`src/rtl/iacd_pkg.sv`:
```
/*
 auxiliary command decoder package: register offsets, command codes,
 field positions, reset values and bus carrier structs.
 assumes a 32-bit APB slave with one register per aligned word.
*/
package iacd_pkg;
   // ----------------------------------------------------------------
   // register map (byte addresses)
   // ----------------------------------------------------------------
   localparam logic [7:0] IACD_AUX_MODE_OFS = 8'h00; // command write
   localparam logic [7:0] IACD_AUX_CFG_B_OFS = 8'h04; // config b
   localparam logic [7:0] IACD_STATUS_OFS = 8'h08; // local msg state
   // ----------------------------------------------------------------
   // field positions
   // ----------------------------------------------------------------
   localparam int IACD_CMD_BIT3_POS = 3; // command bit 3
   localparam int IACD_ISS_POS = 4; // status source select in cfg b
   // ----------------------------------------------------------------
   // command codes, bit 3 masked out in the base codes; VS, TCSE and LTNC carry it set
   // ----------------------------------------------------------------
   localparam logic [4:0] IACD_CMD_PPF = 5'h01; // parallel poll flag
   localparam logic [4:0] IACD_CMD_RTL = 5'h05; // return to local
   localparam logic [4:0] IACD_CMD_SEND_END_IDENTIFY_CMD = 5'h06; // send end or identify
   localparam logic [4:0] IACD_CMD_NVS = 5'h07; // non-valid secondary
   localparam logic [4:0] IACD_CMD_VS = 5'h0F; // valid secondary
   localparam logic [4:0] IACD_CMD_GTS = 5'h10; // go to standby
   localparam logic [4:0] IACD_CMD_TCA = 5'h11; // take ctl async
   localparam logic [4:0] IACD_CMD_TCS = 5'h12; // take ctl sync
   localparam logic [4:0] IACD_CMD_TCSE = 5'h1A; // take ctl sync on end
   localparam logic [4:0] IACD_CMD_LTN = 5'h13; // listen
   localparam logic [4:0] IACD_CMD_LTNC = 5'h1B; // listen continuous
   localparam logic [4:0] IACD_CMD_MASK = 5'h17; // clears bit 3
   // ----------------------------------------------------------------
   // reset values
   // ----------------------------------------------------------------
   localparam logic [4:0] IACD_CFG_B_RST = 5'h00; // config b reset
   localparam logic [31:0] IACD_RDATA_RST = 32'h0000_0000; // read data
   // ----------------------------------------------------------------
   // carriers
   // ----------------------------------------------------------------
   typedef struct packed {
      logic psel;
      logic penable;
      logic pwrite;
      logic [7:0] paddr;
      logic [31:0] pwdata;
   } iacd_apb_req_type;

   // interface function states reported by the bus interface controller
   typedef struct packed {
      logic talker_addressed_flag; // addressed as talker
      logic cacs; // controller active state
      logic csbs; // controller standby state
      logic csws; // controller sync wait state
      logic lids; // listener idle state
      logic anrs_entry; // one-cycle pulse on entering anrs
      logic end_rx; // end received with last byte
      logic end_gen; // end message generated
      logic srqs; // service request state
      logic addr_hold; // dac held off by address pass-through
      logic dcas_hold; // device clear active in holdoff
      logic dtas_hold; // device trigger active in holdoff
      logic byte_sent; // one-cycle pulse: source handshake done
   } iacd_ifc_state_type;
endpackage

```
`src/rtl/iacd_apb_slave.sv`:
```
/*
 apb slave for the auxiliary command decoder.
 assumes a single-clock apb master; answers with pready in the access
 cycle, flags unmapped addresses with pslverr.
*/
`timescale 1ns/10ps
`default_nettype none
module iacd_apb_slave
   import iacd_pkg::*;
(
   input wire logic ref_clk,
   input wire logic sys_rst,
   input wire iacd_apb_req_type apb_req,
   input wire logic [31:0] status_word,
   output logic pready,
   output logic pslverr,
   output logic [31:0] prdata,
   output logic cmd_wr,
   output logic [4:0] cmd_code,
   output logic [4:0] cfg_b
);
   // ----------------------------------------------------------------
   // decode
   // ----------------------------------------------------------------
   logic access; // access phase
   logic hit_mode; // aux mode register
   logic hit_cfg; // aux config b
   logic hit_stat; // status
   logic [4:0] cfg_b_r; // config b storage
   logic [4:0] cfg_b_nxt;
   logic [31:0] prdata_r; // registered read data
   logic [31:0] prdata_nxt;

   assign access = apb_req.psel & apb_req.penable;
   assign hit_mode = apb_req.paddr == IACD_AUX_MODE_OFS;
   assign hit_cfg = apb_req.paddr == IACD_AUX_CFG_B_OFS;
   assign hit_stat = apb_req.paddr == IACD_STATUS_OFS;

   // zero wait states; error on unmapped word
   assign pready = access;
   assign pslverr = access & ~(hit_mode | hit_cfg | hit_stat);
   assign cmd_wr = access & apb_req.pwrite & hit_mode;
   assign cmd_code = apb_req.pwdata[4:0];
   assign cfg_b = cfg_b_r;
   assign prdata = prdata_r;

   // next config and read data; read data prepared in setup cycle
   always_comb begin
      cfg_b_nxt = cfg_b_r;
      prdata_nxt = prdata_r;
      if (access & apb_req.pwrite & hit_cfg) begin
         cfg_b_nxt = apb_req.pwdata[4:0];
      end
      if (apb_req.psel & ~apb_req.penable & ~apb_req.pwrite) begin
         if (hit_cfg) begin
            prdata_nxt = {27'h0000000, cfg_b_r};
         end else if (hit_stat) begin
            prdata_nxt = status_word;
         end else begin
            prdata_nxt = IACD_RDATA_RST; // mode register reads zero
         end
      end
   end

   // register stage
   always_ff @(posedge ref_clk or posedge sys_rst) begin
      if (sys_rst) begin
         cfg_b_r <= IACD_CFG_B_RST;
         prdata_r <= IACD_RDATA_RST;
      end else begin
         cfg_b_r <= cfg_b_nxt;
         prdata_r <= prdata_nxt;
      end
   end
endmodule
`default_nettype wire

```
`src/rtl/iacd_decoder.sv`:
```
/*
 auxiliary command decoder top: turns five-bit auxiliary commands into
 the local messages of an ieee 488 talker/listener/controller.
 assumes interface function states arrive synchronous to ref_clk from
 the bus interface controller, and the host writes commands over apb.
*/
`timescale 1ns/10ps
`default_nettype none
// Summary of operation
// - rtl pulses if bit3 zero, else holds
// - eoi with next byte, drop after handshake
// - send eoi ignored unless talker addressed
// - non-valid secondary releases dac as osa
// - valid secondary releases dac as msa
// - valid secondary also releases dcas/dtas holdoff
// - parallel poll flag loads command bit3
// - ist from flag or srqs per select
// - gts set in any state, effective in cacs, cleared leaving cacs
// - tca is a single pulse
// - tcs set, effective in csbs or csws
// - tcs cleared on entering cacs
// - tcs on end armed until end in csbs
// - listen pulses ltn
// - continuous listen pulses ltn, enters mode
// - continuous: rdy unless end, no data-in
// - continuous ends on listen or lids
module iacd_decoder
   import iacd_pkg::*;
(
   input wire logic ref_clk,
   input wire logic sys_rst,
   input wire logic psel,
   input wire logic penable,
   input wire logic pwrite,
   input wire logic [7:0] paddr,
   input wire logic [31:0] pwdata,
   output logic pready,
   output logic pslverr,
   output logic [31:0] prdata,
   input wire iacd_ifc_state_type ifc,
   input wire logic byte_rx,
   output logic rtl_msg,
   output logic eoi_out,
   output logic eoi_oe,
   output logic osa_release,
   output logic msa_release,
   output logic dac_release,
   output logic ist_msg,
   output logic gts_msg,
   output logic tca_msg,
   output logic tcs_msg,
   output logic ltn_msg,
   output logic cont_mode,
   output logic rdy_msg,
   output logic rfd_hold,
   output logic data_in_flag
);
   // ----------------------------------------------------------------
   // bus slave
   // ----------------------------------------------------------------
   iacd_apb_req_type apb_req; // bundled request
   logic cmd_wr; // command write strobe
   logic [4:0] cmd_code; // written code
   logic [4:0] cfg_b; // aux_config_b
   logic [31:0] status_word; // readable state
   logic [4:0] cmd_base; // code with bit 3 cleared
   logic command_bit3; // value bit of the code

   assign apb_req = '{psel: psel, penable: penable, pwrite: pwrite,
                      paddr: paddr, pwdata: pwdata};

   iacd_apb_slave u_apb (
      .ref_clk(ref_clk),
      .sys_rst(sys_rst),
      .apb_req(apb_req),
      .status_word(status_word),
      .pready(pready),
      .pslverr(pslverr),
      .prdata(prdata),
      .cmd_wr(cmd_wr),
      .cmd_code(cmd_code),
      .cfg_b(cfg_b)
   );

   assign cmd_base = cmd_code & IACD_CMD_MASK;
   assign command_bit3 = cmd_code[IACD_CMD_BIT3_POS];

   // ----------------------------------------------------------------
   // state
   // ----------------------------------------------------------------
   logic rtl_r, rtl_nxt; // rtl level or pulse
   logic rtl_hold_r, rtl_hold_nxt; // rtl held set
   logic send_end_identify_cmd_arm_r, send_end_identify_cmd_arm_nxt; // eoi armed for next byte
   logic eoi_r, eoi_nxt; // eoi driven
   logic osa_r, osa_nxt; // osa release pulse
   logic msa_r, msa_nxt; // msa release pulse
   logic dac_r, dac_nxt; // dac release pulse
   logic ppf_r, ppf_nxt; // parallel poll flag
   logic gts_req_r, gts_req_nxt; // gts requested
   logic tca_r, tca_nxt; // tca pulse
   logic tcs_r, tcs_nxt; // tcs local message
   logic tcse_r, tcse_nxt; // tcs armed on end
   logic ltn_r, ltn_nxt; // ltn pulse
   logic cont_r, cont_nxt; // continuous mode
   logic rdy_r, rdy_nxt; // rdy pulse
   logic rfdh_r, rfdh_nxt; // rfd holdoff
   logic di_r, di_nxt; // data in flag
   logic cacs_q, lids_q; // cacs and lids last cycle
   logic cacs_entry; // entering cacs

   assign cacs_entry = ifc.cacs & ~cacs_q;

   // ----------------------------------------------------------------
   // next-state logic
   // ----------------------------------------------------------------
   always_comb begin
      rtl_hold_nxt = rtl_hold_r;
      rtl_nxt = rtl_hold_r;
      send_end_identify_cmd_arm_nxt = send_end_identify_cmd_arm_r;
      eoi_nxt = eoi_r;
      osa_nxt = 1'b0;
      msa_nxt = 1'b0;
      dac_nxt = 1'b0;
      ppf_nxt = ppf_r;
      gts_req_nxt = gts_req_r;
      tca_nxt = 1'b0;
      tcs_nxt = tcs_r;
      tcse_nxt = tcse_r;
      ltn_nxt = 1'b0;
      cont_nxt = cont_r;
      rdy_nxt = 1'b0;
      rfdh_nxt = rfdh_r;
      di_nxt = di_r;
      // eoi rides on the next byte, dropped when its handshake ends
      if (send_end_identify_cmd_arm_r & ifc.byte_sent) begin
         send_end_identify_cmd_arm_nxt = 1'b0;
         eoi_nxt = 1'b0;
      end
      // gts only while in cacs; leaving cacs drops the request
      if (cacs_q & ~ifc.cacs) begin
         gts_req_nxt = 1'b0;
      end
      // tcs on end fires on end generated in standby
      if (tcse_r & ifc.end_gen & ifc.csbs) begin
         tcs_nxt = 1'b1;
         tcse_nxt = 1'b0;
      end
      if (cacs_entry) begin
         tcs_nxt = 1'b0;
         tcse_nxt = 1'b0;
      end
      // continuous listening handshake
      if (cont_r & ifc.anrs_entry) begin
         if (ifc.end_rx) begin
            rfdh_nxt = 1'b1;
         end else begin
            rdy_nxt = 1'b1;
         end
      end
      if (byte_rx & ~cont_r) begin
         di_nxt = 1'b1;
      end
      if (ifc.lids & ~lids_q) begin
         cont_nxt = 1'b0;
         rfdh_nxt = 1'b0;
      end
      // command decode; upper bits assumed zero by the host
      if (cmd_wr) begin
         case (cmd_base)
            IACD_CMD_RTL: begin
               rtl_nxt = 1'b1;
               rtl_hold_nxt = command_bit3;
            end
            IACD_CMD_PPF: begin
               ppf_nxt = command_bit3;
            end
            IACD_CMD_SEND_END_IDENTIFY_CMD: begin
               if (!command_bit3 && ifc.talker_addressed_flag) begin
                  send_end_identify_cmd_arm_nxt = 1'b1;
                  eoi_nxt = 1'b1;
               end
            end
            IACD_CMD_NVS: begin
               if (!command_bit3 && ifc.addr_hold) begin
                  osa_nxt = 1'b1;
                  dac_nxt = 1'b1;
               end else if (command_bit3 && (ifc.addr_hold
                            || ifc.dcas_hold || ifc.dtas_hold)) begin
                  msa_nxt = ifc.addr_hold;
                  dac_nxt = 1'b1;
               end
            end
            IACD_CMD_GTS: begin
               if (!command_bit3) begin
                  gts_req_nxt = 1'b1;
               end
            end
            IACD_CMD_TCA: begin
               if (!command_bit3) begin
                  tca_nxt = 1'b1;
               end
            end
            IACD_CMD_TCS: begin
               if (command_bit3) begin
                  tcse_nxt = 1'b1;
               end else begin
                  tcs_nxt = 1'b1;
               end
            end
            IACD_CMD_LTN: begin
               ltn_nxt = 1'b1;
               cont_nxt = command_bit3;
               if (!command_bit3) begin
                  rfdh_nxt = 1'b0;
               end
            end
            default: ;
         endcase
      end
   end

   // ----------------------------------------------------------------
   // registers
   // ----------------------------------------------------------------
   always_ff @(posedge ref_clk or posedge sys_rst) begin
      if (sys_rst) begin
         rtl_r <= 1'b0;
         rtl_hold_r <= 1'b0;
         send_end_identify_cmd_arm_r <= 1'b0;
         eoi_r <= 1'b0;
         osa_r <= 1'b0;
         msa_r <= 1'b0;
         dac_r <= 1'b0;
         ppf_r <= 1'b0;
         gts_req_r <= 1'b0;
         tca_r <= 1'b0;
         tcs_r <= 1'b0;
         tcse_r <= 1'b0;
         ltn_r <= 1'b0;
         cont_r <= 1'b0;
         rdy_r <= 1'b0;
         rfdh_r <= 1'b0;
         di_r <= 1'b0;
         cacs_q <= 1'b0;
         lids_q <= 1'b1; // idle after reset, no false entry
      end else begin
         rtl_r <= rtl_nxt;
         rtl_hold_r <= rtl_hold_nxt;
         send_end_identify_cmd_arm_r <= send_end_identify_cmd_arm_nxt;
         eoi_r <= eoi_nxt;
         osa_r <= osa_nxt;
         msa_r <= msa_nxt;
         dac_r <= dac_nxt;
         ppf_r <= ppf_nxt;
         gts_req_r <= gts_req_nxt;
         tca_r <= tca_nxt;
         tcs_r <= tcs_nxt;
         tcse_r <= tcse_nxt;
         ltn_r <= ltn_nxt;
         cont_r <= cont_nxt;
         rdy_r <= rdy_nxt;
         rfdh_r <= rfdh_nxt;
         di_r <= di_nxt;
         cacs_q <= ifc.cacs;
         lids_q <= ifc.lids;
      end
   end

   // ----------------------------------------------------------------
   // outputs
   // ----------------------------------------------------------------
   assign rtl_msg = rtl_r;
   assign eoi_out = eoi_r;
   assign eoi_oe = eoi_r;
   assign osa_release = osa_r;
   assign msa_release = msa_r;
   assign dac_release = dac_r;
   assign ist_msg = cfg_b[IACD_ISS_POS] ? ifc.srqs : ppf_r;
   assign gts_msg = gts_req_r & ifc.cacs;
   assign tca_msg = tca_r;
   assign tcs_msg = tcs_r & (ifc.csbs | ifc.csws);
   assign ltn_msg = ltn_r;
   assign cont_mode = cont_r;
   assign rdy_msg = rdy_r;
   assign rfd_hold = rfdh_r;
   assign data_in_flag = di_r;
   assign status_word = {17'h00000, cfg_b[IACD_ISS_POS], di_r, rfdh_r,
                         cont_r, tcse_r, tcs_r, gts_req_r, ppf_r,
                         send_end_identify_cmd_arm_r, eoi_r, rtl_hold_r, rtl_r,
                         ifc.talker_addressed_flag, ifc.cacs, ist_msg};
endmodule
`default_nettype wire

```
`config.mk`:
```
export PLATFORM = sky130hd
export DESIGN_NAME = iacd_decoder
export DESIGN_NICKNAME = d
export VERILOG_FILES = /design/src/rtl/iacd_pkg.sv /design/src/rtl/iacd_apb_slave.sv /design/src/rtl/iacd_decoder.sv
export SDC_FILE = /design/constraint.sdc
export NUM_CORES = 1
export LEC_CHECK = 0
export ABC_AREA = 1
export BUFFER_PORTS_ARGS = -buffer_cell sky130_fd_sc_hd__buf_2
export CAP_MARGIN = 20
export CORE_MARGIN = 1
export CORE_UTILIZATION = 40
export DETAILED_ROUTE_END_ITERATION = 8
export PLACE_DENSITY = 0.69
export SKIP_CTS_REPAIR_TIMING = 1
export SYNTH_ARGS = -nofsm -noshare
export SYNTH_HDL_FRONTEND = slang
export SYNTH_SLANG_ARGS = --single-unit
```
`constraint.sdc`:
```
create_clock -name ref_clk -period 1.35 [get_ports ref_clk]
set_input_delay 0.2025 -clock ref_clk [delete_from_list [all_inputs] [get_ports ref_clk]]
set_output_delay 0.2025 -clock ref_clk [all_outputs]
set_load 0.03 [all_outputs]
```
[Yosys cells after proc, flatten, opt, wreduce, memory -nomap -nowiden]
Cells that the tools add are included.
Operators by class
  bitwise operators: 27
  mux-type cells: 54
  reduce and logical (&&, ||, !) cells: 9
  equal/unequal tests: 10
Operator list (count)
  1-bit two-way mux: 52
  32-bit two-way mux: 1
  1-bit AND: 17
  4-bit == test (second input constant): 4
  15-bit two-way mux: 1
  4-bit by 3-bit == test with 1-bit output (second input constant): 3
  8-bit by 3-bit == test with 1-bit output (second input constant): 1
  8-bit by 4-bit == test with 1-bit output (second input constant): 1
  8-bit logical NOT: 1
  1-bit NOT: 7
  4-bit by 1-bit == test with 1-bit output (second input constant): 1
  2-bit AND reduction: 2
  1-bit logical AND: 3
  1-bit OR: 3
  1-bit logical OR: 2
  1-bit logical NOT: 1
Storage, ports and cells
  word-level logic and storage cells: 121
  output and inout bits: 49
  register bits after elaboration: 56
  bits of input ports: 59

[Logic depth before layout (Yosys ltp)]
  depth after elaboration: 7
  depth in mapped cells: 8
  depth with buffers taken out: 7

[By module]
Synthesis repeated with hierarchy kept, for this count alone.
Second synthesis, totals
  cell total of the unflattened synthesis: 308
  area total of the unflattened synthesis: 2726.4 µm²
Modules (own cells, without submodules)
  iacd_apb_slave: area each 1889.3 µm², instances 1, cells an instance 210, seq. area each 925.9 µm²
  iacd_decoder: area each 837.1 µm², instances 1, cells an instance 98, seq. area each 476.7 µm²

[Least setup slack after synthesis]
OpenSTA, ideal clock, no wires.
  path type: register to register
  start: register u_apb.cfg_b_r[4] (netlist: u_apb.cfg_b[4])
  end: register u_apb.prdata_r[0] (netlist: u_apb.prdata[0])
  data required time: 1.285 ns
  path buffers: 0
  stages on the path, launching flop included: 6
  setup slack: -0.179 ns
  arrival time: 1.464 ns
  setup time: 0.065 ns
  clock period less this slack: 1.529 ns
  path through: dfrtp_1 -> o21ai_0 -> nand3_1 -> nand2_1 -> nand2_1 -> nand2_1
Between the ends
  word-level cells in the longest chain between the ends: 3
RTL lines
  start, declared: RTL line iacd_apb_slave.sv:29  | logic [4:0] cfg_b_r;
  start signal, assigned: RTL line iacd_apb_slave.sv:71  | cfg_b_r <= cfg_b_nxt;
  1-bit two-way mux: RTL line iacd_decoder.sv:278  | assign ist_msg = cfg_b[IACD_ISS_POS] ? ifc.srqs : ppf_r;
  net ist_msg: RTL line iacd_decoder.sv:48  | output logic ist_msg,
  15-bit two-way mux: RTL line iacd_apb_slave.sv:57  | end else if (hit_stat) begin
  32-bit two-way mux: RTL line iacd_apb_slave.sv:55  | if (hit_cfg) begin
  end signal, assigned: RTL line iacd_apb_slave.sv:72  | prdata_r <= prdata_nxt;
  end, declared: RTL line iacd_apb_slave.sv:31  | logic [31:0] prdata_r;
The timed path passes the listed nets, and every way through them passes these cells.
A chain may end at the register's enable or synchronous reset.

[Final worst setup path]
  start: register u_apb.cfg_b_r[4] (netlist: u_apb.cfg_b[4])
  end: output port ist_msg
Between the ends
  word-level cells in the longest chain between the ends: 1
RTL lines (RTL line)
  1-bit two-way mux: iacd_decoder.sv:278
  end, declared: iacd_decoder.sv:48
Every way passes these cells.

==> run metrics <==
Placed Area=2427 sq um; routed wl met2=1.954 mm; largest net degree at the start of global routing=40; WP data required=1.15 ns; main flop type after synthesis=dfrtp_1; CP max-delay cell=dfrtp_2; first-pass GRT wire length=6.948 mm; Crit. End Element=output port; worst vdd ir=0.3673 mV; share of cells above drive strength 1=0.2918; core box area=4880 sq um; clock slew at reported path FFs=approximately 0.07 ns; cell area after layout=2525 sq um; Non-Filler Instances=396; initial antenna violation count=0; Global Route Usage Sum=0.1662; Yosys top cell area share=0.4562; CTS root buf=clkbuf_8; max-slew violation count=0; Max Root-Sink Buffers=2; syn avg cell area=8.048 sq um; share of flip-flops with an asynchronous set or reset=1.000; top post-synthesis cells by area=dfrtp_1 (46%), nand2_1 (18%), buf_4 (6.8%), nand3_1 (4.8%), inv_1 (4.0%); Buf/Inv on CP=1; Min Hold Slack=about 0.025 ns; Via density=4.520; die width=74.19 microns; FP Rows=25; yosys warns=0; RSZ-0062 raised after global routing=false; Post-synth EDFFs=0; Gate Count Post-Synth=259; P_leak=1.592 nW; setup TNS=0 ns; Multi-input gate area=920.9 sq um; M1 wire length=1.981 mm; worst skew pair latency=0.28 ns; post-detail-place hpwl=between 3 and 4 mm; Netlist cell types=27; initial core utilization=0.4272; Hold Vio Cnt, Final=0; Yosys reg bits=39; antenna viol nets, final=0; Die H=74.19 microns; CP arrival=1.10 ns; clock skew=0.003854 ns; outcome=complete, no violations; num ports=approximately 110; Sink Count=39; crit path launch type=flop; die area=about 5500 sq um; minimum clock period=1.307 ns; delay-heaviest family, CP=flip-flops; drt wl/cell=about 11 microns; most common cell in the synthesized netlist=nand2_1; critical path's largest stage delay=0.45 ns; max FFs per register=15; dominant cell type by area after synthesis=dfrtp_1; Via Count=1790; I/O Buffers=63; CP Cell Sequence=o21ai_2 -> buf_4; H-tree levels=2; area added between synthesis and finish=21.13%; CTS tree=yes; WS Path Type=reg2out; Final Setup Violations=0; max_cap viols=0; nets@finish=387; crit path max fanout=5; met3 WL post-DR=195 microns; final wirelength=4.200 mm; Achievable Freq=0.7652 GHz; Layout fillers=514; synth cell count leaders=nand2_1 (101), dfrtp_1 (38), inv_1 (22); grt ovf=0; Tightest Hold Check Type=in2reg; CTS Buf Count=5; Final period util=0.9680; synthesized area=2084 sq um; placer congestion estimate=approximately 0.76; Residual DRC=0; initial DRC count=75; vias in the first global route=approximately 1.6k; Antenna diodes=0; Cell Pwr Density=862.9 nW/um^2; Seq/Total Area, Yosys=0.4688; Placed Cells incl. Taps=slightly below 400; register area=a little under 1000 sq um; DR top layer=met4; drt first pass iters=4
-- path summary, 6_finish.rpt --
kind                                             start                     endpoint  slack, ns  depth (start not counted)
min reg2reg                u_apb.prdata[6]$_DFFE_PP0P_  u_apb.prdata[6]$_DFFE_PP0P_       0.47                          2
max reg2reg                           lids_q$_DFF_PP1_          cont_mode$_DFF_PP0_       0.28                          6
min in group asynchronous                      sys_rst  u_apb.prdata[4]$_DFFE_PP0P_       0.51                          4
max in group asynchronous                      sys_rst             lids_q$_DFF_PP1_       0.58                          4
max                         u_apb.cfg_b[4]$_DFFE_PP0P_                      ist_msg       0.04                          2
min                                             ifc[8]             lids_q$_DFF_PP1_       0.03                          1
-- area by class of cell --
class / count / area share
Inverter: 24 / 0.03617
Multi-Input combinational cell: 190 / 0.3647
Sequential cell: 39 / 0.3875
Clock buffer: 8 / 0.03171
Tap cell: 67 / 0.03320
Timing Repair Buffer: 68 / 0.1467
-- metrics by stage --
step | setup WS, ns | util | total power, W
finish | 0.04316 | 0.5174 | 0.002179
detailed placement | 0.1154 | 0.4974 | 0.001461
CTS | -0.02962 | 0.5138 | 0.002203
global placement | 0.1350 | 0.4974 | 0.001456
global route | 0.007515 | 0.5174 | 0.002284
floorplan | 0.08863 | - | 0.001409
-- logic make-up (layout without fill, tap and decap cells) --
kind of cell    count (synthesis)  count (layout)  synth area share
compound gates                 10              10           0.02701
buf+inv                        46             100            0.1224
flops                          39              39            0.4688
other cells                     1              17          0.001799
simple gates                  163             163            0.3800
-- metal layers --
| metal | track usage | vias up |
|---|---|---|
| li1 | - | 906 |
| met1 | 0.2263 | 815 |
| met2 | 0.2636 | 61 |
| met3 | 0.02846 | 8 |
| met4 | 0.06624 | 0 |
| met5 | 0 | - |
-- power breakdown --
part           total, W  internal (W)  switching, W
Combinational  0.000261     0.0000681      0.000193
Sequential      0.00118       0.00117    0.00000285
Clock          0.000740      0.000367      0.000373
-- layout by cell type (no fill, tap or decap), drive strengths merged --
cell type and instances:
nand2 109, buf 67, dfrtp 38, inv 23, nor2 22, nand3 20, conb 17, clkbuf 8
nor3 6, o21ai 6, nand4 5, o21a 1, a21oi 1, clkinv 1, and3 1, o22ai 1
o21bai 1, dlygate4sd3 1, dfstp 1
Note: power is estimated with default switching activity, not from simulation.
